===== config.mk =====
export PLATFORM = sky130hd
export DESIGN_NAME = tfs_top
export DESIGN_NICKNAME = d
export VERILOG_FILES = /design/src/pkg/tfs_pkg.sv /design/src/tfs_top.sv
export SDC_FILE = /design/constraint.sdc
export NUM_CORES = 1
export LEC_CHECK = 0
export BUFFER_PORTS_ARGS = -buffer_cell sky130_fd_sc_hd__buf_2
export CAP_MARGIN = 0
export CELL_PAD_IN_SITES_DETAIL_PLACEMENT = 1
export CELL_PAD_IN_SITES_GLOBAL_PLACEMENT = 2
export CORE_AREA = 2 2 88 90
export DETAILED_ROUTE_END_ITERATION = 12
export DIE_AREA = 0 0 90 92
export GPL_TIMING_DRIVEN = 0
export MAX_ROUTING_LAYER = met4
export PLACE_DENSITY_LB_ADDON = 0.3
export SKIP_CTS_REPAIR_TIMING = 1
export SLEW_MARGIN = 25
export SYNTH_ARGS = -nofsm -noshare
export SYNTH_HDL_FRONTEND = slang
export SYNTH_SLANG_ARGS = --single-unit

===== constraint.sdc =====
create_clock -name clk_sys -period 6.9 [get_ports clk_sys]
set_input_delay 0.345 -clock clk_sys [delete_from_list [all_inputs] [get_ports clk_sys]]
set_output_delay 0.345 -clock clk_sys [all_outputs]
set_load 0.005 [all_outputs]

===== src/pkg/tfs_pkg.sv =====
// Package: register map, field positions and reset values of the FIFO status block
package tfs_pkg;
  localparam logic [7:0] TFS_ADDR_AUX_IRQ    = 8'h0B;
  localparam logic [7:0] TFS_ADDR_FIFO_CNT   = 8'h0C;
  localparam logic [7:0] TFS_ADDR_FIFO_ERR   = 8'h0D;
  localparam logic [7:0] TFS_ADDR_TX_LEN_HI  = 8'h10;
  localparam logic [7:0] TFS_ADDR_TX_LEN_LO  = 8'h11;
  localparam logic [7:0] TFS_RST_REG         = 8'h00;
  localparam logic [5:0] TFS_FIFO_DEPTH      = 6'h20;
  localparam logic [5:0] TFS_CNT_ZERO        = 6'h00;
  localparam int         TFS_BIT_UNF         = 6;
  localparam int         TFS_BIT_OVR         = 5;
  localparam int         TFS_BIT_NCP         = 4;
  localparam int         TFS_BIT_NPAR        = 0;
  localparam int         TFS_BIT_AUX_FR      = 6;
  localparam int         TFS_BIT_AUX_FIFO    = 3;
  localparam logic [2:0] TFS_SPLIT_NONE      = 3'h0;
endpackage


===== src/tfs_top.sv =====
// FIFO status, transmit length and auxiliary interrupt registers
// Function
// - Reading the auxiliary interrupt register clears it; flags set in the read cycle stay set.
// - Auxiliary interrupt register is zero after reset and restore-defaults.
// - First status register gives unread byte count in bits 5..0.
// - Unread count stays between 0 and 32; zero means nothing to read.
// - Both status registers clear on reset, restore-defaults and FIFO clear, except an error flag whose fault comes in the clear cycle.
// - Bit 6 flags underflow on over-read; bit 5 flags overflow.
// - Incomplete last byte sets bit 4, valid bit count in bits 3..1.
// - Missing parity on last byte sets bit 0, also a framing error.
// - Ten-bit full byte count split: high five at 10h, low five at 11h.
// - Transmit count fields clear on reset and restore-defaults.
// - Bits 2..0 at 11h give split byte bits; zero means all full.
// - Split bits used only in level-3 mode with bit-stream transmit set.
// - FIFO overflow or underflow raises FIFO error in auxiliary register.

// Working notes for whoever picks this block up next:
// The register port is on the logic clock, so no input is resynchronised.
// Reads have one side effect only: the auxiliary register clears when read.
// Reads of the FIFO status registers never disturb the counter or flags.
// The unread counter follows push and pop pulses from the data path.
// A pop from an empty FIFO is an underflow and leaves the count at zero.
// A push into a full FIFO is an overflow and leaves the count at 32.
// A push and a pop in the same cycle cancel, also when the FIFO is empty.
// Underflow and overflow are sticky until restore-defaults or FIFO clear.
// A fault in the cycle of a clear command survives that command.
// The last-byte fields describe the newest pushed byte, not the oldest.
// The transmit length is stored as ten bits; reserved bits are never kept.
// The framer sees the length one cycle after the register changes.
// The split-byte bits reach the framer only in level-3 bit-stream mode,
// so a stale split count cannot truncate a normal framed transmission.
// Unmapped addresses read as zero and take no writes.
// FIFO clear leaves the auxiliary register alone; restore-defaults clears
// it, because the host may still owe a read of a pending FIFO error.
module tfs_top
  import tfs_pkg::*;
(
  // Clock and reset
  input  wire logic       clk_sys,
  input  wire logic       arst_n,
  // Register port from the serial interface, same clock
  input  wire logic       reg_wr,
  input  wire logic       reg_rd,
  input  wire logic [7:0] reg_addr,
  input  wire logic [7:0] reg_wdata,
  output logic      [7:0] reg_rdata_q,
  // Direct commands, one-cycle pulses
  input  wire logic       cmd_set_default,
  input  wire logic       cmd_fifo_clear,
  // FIFO events from the data path
  input  wire logic       fifo_push,
  input  wire logic       fifo_pop,
  input  wire logic       rx_last_partial,
  input  wire logic [2:0] rx_last_bits,
  input  wire logic       rx_parity_missing,
  input  wire logic       aux_other_set_en,
  input  wire logic [7:0] aux_other_set,
  // Framing configuration
  input  wire logic       level3_mode,
  input  wire logic       bit_stream_tx,
  // Transmit length towards the framer
  output logic      [9:0] tx_bytes_q,
  output logic      [2:0] tx_split_bits_q
);

  // FIFO occupancy and sticky error state
  logic [5:0] unread_q;
  logic       unf_q;
  logic       ovr_q;
  // Description of the newest byte pushed, including one dropped on overflow
  logic       ncp_q;
  logic [2:0] lbits_q;
  logic       npar_q;
  // Auxiliary interrupt flags and their set vector for this cycle
  logic [7:0] aux_q;
  logic [7:0] aux_set;
  logic       aux_read;
  // Host programmed transmit length
  logic [9:0] ntx_q;
  logic [2:0] nbtx_q;
  // Occupancy events, decoded once and shared by counter and flags
  logic       fifo_rst;
  logic       rd_cnt;
  logic       underflow;
  logic       overflow;
  logic       fifo_pop_eff;
  logic       cnt_up;
  logic       cnt_down;

  // Either command empties the FIFO; only restore-defaults touches the rest
  assign fifo_rst     = cmd_set_default | cmd_fifo_clear;
  // Host reads of the data register pop; a read from empty is an underflow
  assign rd_cnt       = fifo_pop;
  assign underflow    = rd_cnt && (unread_q == TFS_CNT_ZERO) && !fifo_push;
  assign overflow     = fifo_push && !rd_cnt && (unread_q == TFS_FIFO_DEPTH);
  assign fifo_pop_eff = rd_cnt && !underflow;
  // Push with pop cancels, even when empty: the byte passes straight through
  assign cnt_up       = fifo_push && !fifo_pop_eff && !overflow;
  assign cnt_down     = fifo_pop_eff && !fifo_push;
  // Read of the auxiliary register, the only read with a side effect
  assign aux_read     = reg_rd && (reg_addr == TFS_ADDR_AUX_IRQ);

  // Unread byte counter; faults freeze it, so it stays in 0..32 unclamped
  always_ff @(posedge clk_sys or negedge arst_n) begin
    if (!arst_n) begin
      unread_q <= TFS_CNT_ZERO;
    end else if (fifo_rst) begin
      unread_q <= TFS_CNT_ZERO;
    end else if (cnt_up) begin
      unread_q <= unread_q + 6'h01;
    end else if (cnt_down) begin
      unread_q <= unread_q - 6'h01;
    end
  end

  // Sticky error flags; a fault racing a clear command wins, never lost
  always_ff @(posedge clk_sys or negedge arst_n) begin
    if (!arst_n) begin
      unf_q <= 1'b0;
      ovr_q <= 1'b0;
    end else begin
      if (underflow) begin
        unf_q <= 1'b1;
      end else if (fifo_rst) begin
        unf_q <= 1'b0;
      end
      if (overflow) begin
        ovr_q <= 1'b1;
      end else if (fifo_rst) begin
        ovr_q <= 1'b0;
      end
    end
  end

  // Last received byte description, refreshed with each pushed byte
  always_ff @(posedge clk_sys or negedge arst_n) begin
    if (!arst_n) begin
      ncp_q   <= 1'b0;
      lbits_q <= 3'h0;
      npar_q  <= 1'b0;
    end else if (fifo_rst) begin
      ncp_q   <= 1'b0;
      lbits_q <= 3'h0;
      npar_q  <= 1'b0;
    end else if (fifo_push) begin
      ncp_q   <= rx_last_partial;
      lbits_q <= rx_last_partial ? rx_last_bits : 3'h0;
      npar_q  <= rx_parity_missing;
    end
  end

  // Set vector: other sources, FIFO fault and framing error of a pushed byte
  always_comb begin
    aux_set = aux_other_set_en ? aux_other_set : TFS_RST_REG;
    aux_set[TFS_BIT_AUX_FIFO] = aux_set[TFS_BIT_AUX_FIFO] | underflow | overflow;
    aux_set[TFS_BIT_AUX_FR] = aux_set[TFS_BIT_AUX_FR] | (fifo_push & rx_parity_missing);
  end

  // Auxiliary interrupt: the read clears, but a set in the read cycle
  // survives so the host meets it on its next read
  always_ff @(posedge clk_sys or negedge arst_n) begin
    if (!arst_n) begin
      aux_q <= TFS_RST_REG;
    end else if (cmd_set_default) begin
      aux_q <= TFS_RST_REG;
    end else if (aux_read) begin
      aux_q <= aux_set;
    end else begin
      aux_q <= aux_q | aux_set;
    end
  end

  // Transmit length registers; reserved bits are not stored
  always_ff @(posedge clk_sys or negedge arst_n) begin
    if (!arst_n) begin
      ntx_q  <= 10'h000;
      nbtx_q <= TFS_SPLIT_NONE;
    end else if (cmd_set_default) begin
      ntx_q  <= 10'h000;
      nbtx_q <= TFS_SPLIT_NONE;
    end else if (reg_wr && reg_addr == TFS_ADDR_TX_LEN_HI) begin
      ntx_q[9:5] <= reg_wdata[4:0];
    end else if (reg_wr && reg_addr == TFS_ADDR_TX_LEN_LO) begin
      ntx_q[4:0] <= reg_wdata[7:3];
      nbtx_q     <= reg_wdata[2:0];
    end
  end

  // Framer view; split bits only honoured in level-3 bit-stream mode
  always_ff @(posedge clk_sys or negedge arst_n) begin
    if (!arst_n) begin
      tx_bytes_q      <= 10'h000;
      tx_split_bits_q <= TFS_SPLIT_NONE;
    end else begin
      tx_bytes_q      <= ntx_q;
      tx_split_bits_q <= (level3_mode && bit_stream_tx) ? nbtx_q : TFS_SPLIT_NONE;
    end
  end

  // Registered read data, one cycle after the read strobe
  always_ff @(posedge clk_sys or negedge arst_n) begin
    if (!arst_n) begin
      reg_rdata_q <= TFS_RST_REG;
    end else if (reg_rd) begin
      case (reg_addr)
        TFS_ADDR_AUX_IRQ:   reg_rdata_q <= aux_q;
        TFS_ADDR_FIFO_CNT:  reg_rdata_q <= {2'b00, unread_q};
        TFS_ADDR_FIFO_ERR:  reg_rdata_q <= {1'b0, unf_q, ovr_q, ncp_q, lbits_q, npar_q};
        TFS_ADDR_TX_LEN_HI: reg_rdata_q <= {3'b000, ntx_q[9:5]};
        TFS_ADDR_TX_LEN_LO: reg_rdata_q <= {ntx_q[4:0], nbtx_q};
        default:            reg_rdata_q <= TFS_RST_REG;
      endcase
    end
  end

endmodule


# After elaboration in Yosys (flattened, before gate mapping)
# Index checks and enable logic that the tools add are counted.
# Widths: inputs -> output; s select.
totals:
  regBits: 55
  wordCells: 78
classes:
  bitwise: 6
  muxes: 25
  n_addsub: 2
  n_reduce_logical: 25
  n_eq_ne: 7
ops:
  columns: ["operator", "n"]
  rows:
  - ["$pmux 8 s5", 1]
  - ["$eq 8x4->1 const B", 3]
  - ["$mux 8", 3]
  - ["$mux 3", 7]
  - ["$mux 6", 3]
  - ["$eq 8x5->1 const B", 2]
  - ["$mux 5", 3]
  - ["$logic_and 1x1->1", 12]
  - ["$mux 10", 1]
  - ["$reduce_bool 2->1", 5]
  - ["$or 8x8->8", 1]
  - ["$mux 1", 7]
  - ["$add 6x1->6 const B", 1]
  - ["$eq 6x6->1 const B", 1]
  - ["$logic_not 6->1", 1]
  - ["$sub 6x1->6 const B", 1]
  - ["$logic_not 1->1", 5]
  - ["$or 1x1->1", 4]
  - ["$reduce_bool 3->1", 1]
  - ["$ne 2x2->1 const B", 1]
  - ["$reduce_and 2->1", 1]
  - ["$and 1x1->1", 1]

# Depth between registers and ports, before layout
logic_depth:
  depth_word: 10
  mapped_depth: 9
  ltp_nobuf: 9

# Worst setup path before layout
# OpenSTA, ideal clock, no wires.
synth_timing:
  path_kind: "register to register"
  startpoint: "reg unread_q[1]"
  endpoint: "reg unread_q[5]"
  setup_time_ns: 0.120
  path_slack_ns: 4.275
  path_stages_with_launch: 9
  path_buffers: 0
  t_arrival_ns: 2.505
  path_cell_list: "dfrtp_1 > or4_4 > o31ai_4 > ha_1 > a21o_1 > a31o_1 > a211o_1 > o31a_1 > o211a_1"
synth_via:
  elab_chain_cells: 10
synth_rtl:
  columns: ["item", "line", "text"]
  rows:
  - ["from (decl)", "tfs_top.sv:67", "logic [5:0] unread_q;"]
  - ["from (signal assigned)", "tfs_top.sv:110", "unread_q <= unread_q + 6'h01;"]
  - ["from (signal assigned)", "tfs_top.sv:112", "unread_q <= unread_q - 6'h01;"]
  - ["parallel branches: the longest is 10 deep, another holds $sub 6x1->6", null, null]
# Several ways; the timed one is not identified. The select of a mux whose other input is x is not followed.
# A chain may end at the register's enable or synchronous reset.

# Worst setup path in the final report
# Ends and elaborated chain as after synthesis.

==> results_dict.tcl <==
set metrics [dict create \
    status "finished clean" \
    crit_arrival_ns 3.02 \
    synth_edf_count 0 \
    path_cells "or4_4 > o31ai_4 > ha_1 > a21o_1 > a31o_1 > a211o_1 > o31a_1 > o211a_1" \
    tritoncts "yes" \
    grt_pass1_vias 2237 \
    crit_path_end_kind "register" \
    drc 0 \
    synth_area_leaders "dfrtp_1 53%, mux2i_1 7.8%, a21oi_1 4.1%, nor2_1 4.1%, a22oi_1 3.8%" \
    vias_per_cell 5.02 \
    ctsHtreeMaxLevel 2 \
    fin_nets 353 \
    syn_nets 290 \
    power_density_nw_per_um2 198 \
    gp_congestion 0.748 \
    layout-drive-gt1-share_pct 23.3 \
    final_area_sq_um 3090 \
    synth_flop_cell "dfrtp_1" \
    grt.overflow.total 0 \
    drt-initial-drc-count 107 \
    path_class "reg -> reg" \
    antenna_cells 0 \
    finalCoreUtilization_pct 41.5 \
    min_period_over_period_pct 41.0 \
    critPathMaxFanout 6 \
    ys_warn_count 0 \
    track_usage_pct 17.4 \
    start_util_pct 34.7 \
    clock_sinks 55 \
    rows 32 \
    die_y_um 92 \
    slew_viol_final 0 \
    fin_crit_ns 2.83 \
    fin_skew_ns 0.00543 \
    crit_buf_inv 0 \
    numCtsBuffers 5 \
    synth_most_common_cell "dfrtp_1" \
    async_reset_ff_share_pct 100 \
    fmax_ghz 0.353 \
    crit_slowest_cell "or4_4" \
    fp.dieArea_sq_um 8280 \
    register_area_sq_um 1380 \
    p_leak_nw 1.52 \
    num_io_pins 61 \
    placed_cell_area_sq_um 2990 \
    die-width_um 90 \
    wl_per_cell_um 16.1 \
    hold_violations 0 \
    grt_max_degree 56 \
    maxCapViolations 0 \
    clk_path_buf_depth 2 \
    core_area_sq_um 7450 \
    finalSetupViolCount 0 \
    ys_ff_latch 55 \
    worst_pin_slew_ns 0.694 \
    firstDrtPassIters 4 \
    synth_area_per_cell_sq_um 10.5 \
    synth_area_leader_cell "dfrtp_1" \
    min_path_type "in -> async" \
    clk_pin_slew_worst_paths_ns 0.09 \
    grt_pass1_wl_mm 11.2 \
    crit_family "compound AO/OA/AOI/OAI gates" \
    multiInputGateArea_sq_um 1120 \
    synthCells 245 \
    peakVddDrop_uv 132 \
    rsz0062_at_grt "false" \
    clkLatencyLatePin_ns 0.30 \
    yosysSeqAreaShare_pct 53.3 \
    start_kind "register" \
    vias 2065 \
    fill_cells 878 \
    hpwl_mm 5.01 \
    slowest_delay_ns 0.59 \
    synth_top_area_share_pct 53.3 \
    fin_total_pwr_w 0.000611 \
    relSlewSlack_pct 53.7 \
    ff2ff_setup_slack_ns 4.07 \
    wl_mm 6.61 \
    crit_required_ns 7.09 \
    yosysUniqueCellTypes 44 \
    antenna_found_initial 0 \
    ant_nets 0 \
    tns_ns 0 \
    synth_common_cells "55 x dfrtp_1, 28 x nor2_1, 21 x a21oi_1" \
    area_growth_pct 19.8 \
    synthesis.area_sq_um 2580 \
    cts-root-buf "clkbuf_8" \
    io_buffers 56 \
]
==> metrics by stage <==
step	setup slack [ns]	hold slack, ns	cells
6_report	4.07	0.0734	411
5_1_grt	3.92	0.130	411
4_1_cts	4.06	0.108	411
3_5_place_dp	4.08	0.391	403
3_3_place_gp	4.09	0.385	403
2_1_floorplan	4.28	0.0494	245
==> where the power goes <==
| group | internal, W | switching (W) |
|---|---|---|
| Clock | 0.0000918 | 0.0000965 |
| Combinational | 0.0000356 | 0.0000481 |
| Sequential | 0.000331 | 0.00000738 |
| Total | 0.000459 | 0.000152 |
==> routing by layer <==
| layer | wire, um | GRT usage (%) |
|---|---|---|
| met5 | 0 | - |
| met3 | 252 | 2.88 |
| met4 | 53 | 3.97 |
| met1 | 3120 | 22.9 |
| met2 | 3180 | 28.5 |
==> cell families after synthesis <==
group | after synthesis | share of synthesized area (%)
multiplexers | 20 | 7.76
buffers and inverters | 20 | 3.10
flip-flops | 55 | 53.3
AND/OR/NAND/NOR | 80 | 15.4
XOR/XNOR | 3 | 1.02
AO/OA/AOI/OAI | 62 | 16.7
adder cells (fa/ha/maj) | 5 | 2.71
==> cell usage in the layout (no fill, tap or decap), types with 2 or more instances in the layout <==
cell / count
buf_2: 58
clkbuf_1: 11
o22ai_1: 5
dfrtp_1: 55
nor2b_1: 5
o21ai_0: 4
nand4_1: 2
xnor2_1: 3
a21oi_1: 21
a22oi_1: 13
nand2_1: 13
a21o_1: 3
a222oi_1: 2
ha_1: 4
clkbuf_8: 7
nand2b_1: 7
nand3_1: 12
nor2_1: 28
nor3_1: 2
inv_1: 6
and3_1: 4
mux2i_1: 20
==> final cells by class <==
| class | instances | area share, % |
|---|---|---|
| sequential | 55 | 44.5 |
| tap | 102 | 4.13 |
| multi-input combinational | 170 | 36.4 |
| buffer | 14 | 1.86 |
| clock buffer | 8 | 3.24 |
| timing repair buffer | 56 | 9.15 |
| inverter | 6 | 0.728 |
==> state kept, by name, indices dropped and copies added, names as in the netlist <==
| name | cells |
|---|---|
| ntx_q | 10 |
| tx_bytes_q | 10 |
| aux_q | 8 |
| reg_rdata_q | 8 |
| unread_q | 6 |
| lbits_q | 3 |
| nbtx_q | 3 |
| tx_split_bits_q | 3 |
| ncp_q | 1 |
| npar_q | 1 |
| ovr_q | 1 |
| unf_q | 1 |
==> final timing paths <==
path,start,to,cells past startpoint
setup / recovery,unread_q[1],unread_q[5],8
hold / removal,arst_n,reg_rdata_q[4],1
setup reg to reg,unread_q[1],unread_q[5],8
hold reg to reg,ntx_q[6],tx_bytes_q[6],0
max in group asynchronous,arst_n,reg_rdata_q[1],1
min in group clk_sys,cmd_set_default,nbtx_q[0],2
==> worst reg2reg max path, stage by stage (launching register included) <==
cell	delay [ns]
dfrtp_1	0.44
or4_4	0.59
o31ai_4	0.34
ha_1	0.30
a21o_1	0.19
a31o_1	0.24
a211o_1	0.32
o31a_1	0.11
o211a_1	0.20
No activity file was read; power rests on OpenSTA's default activity.
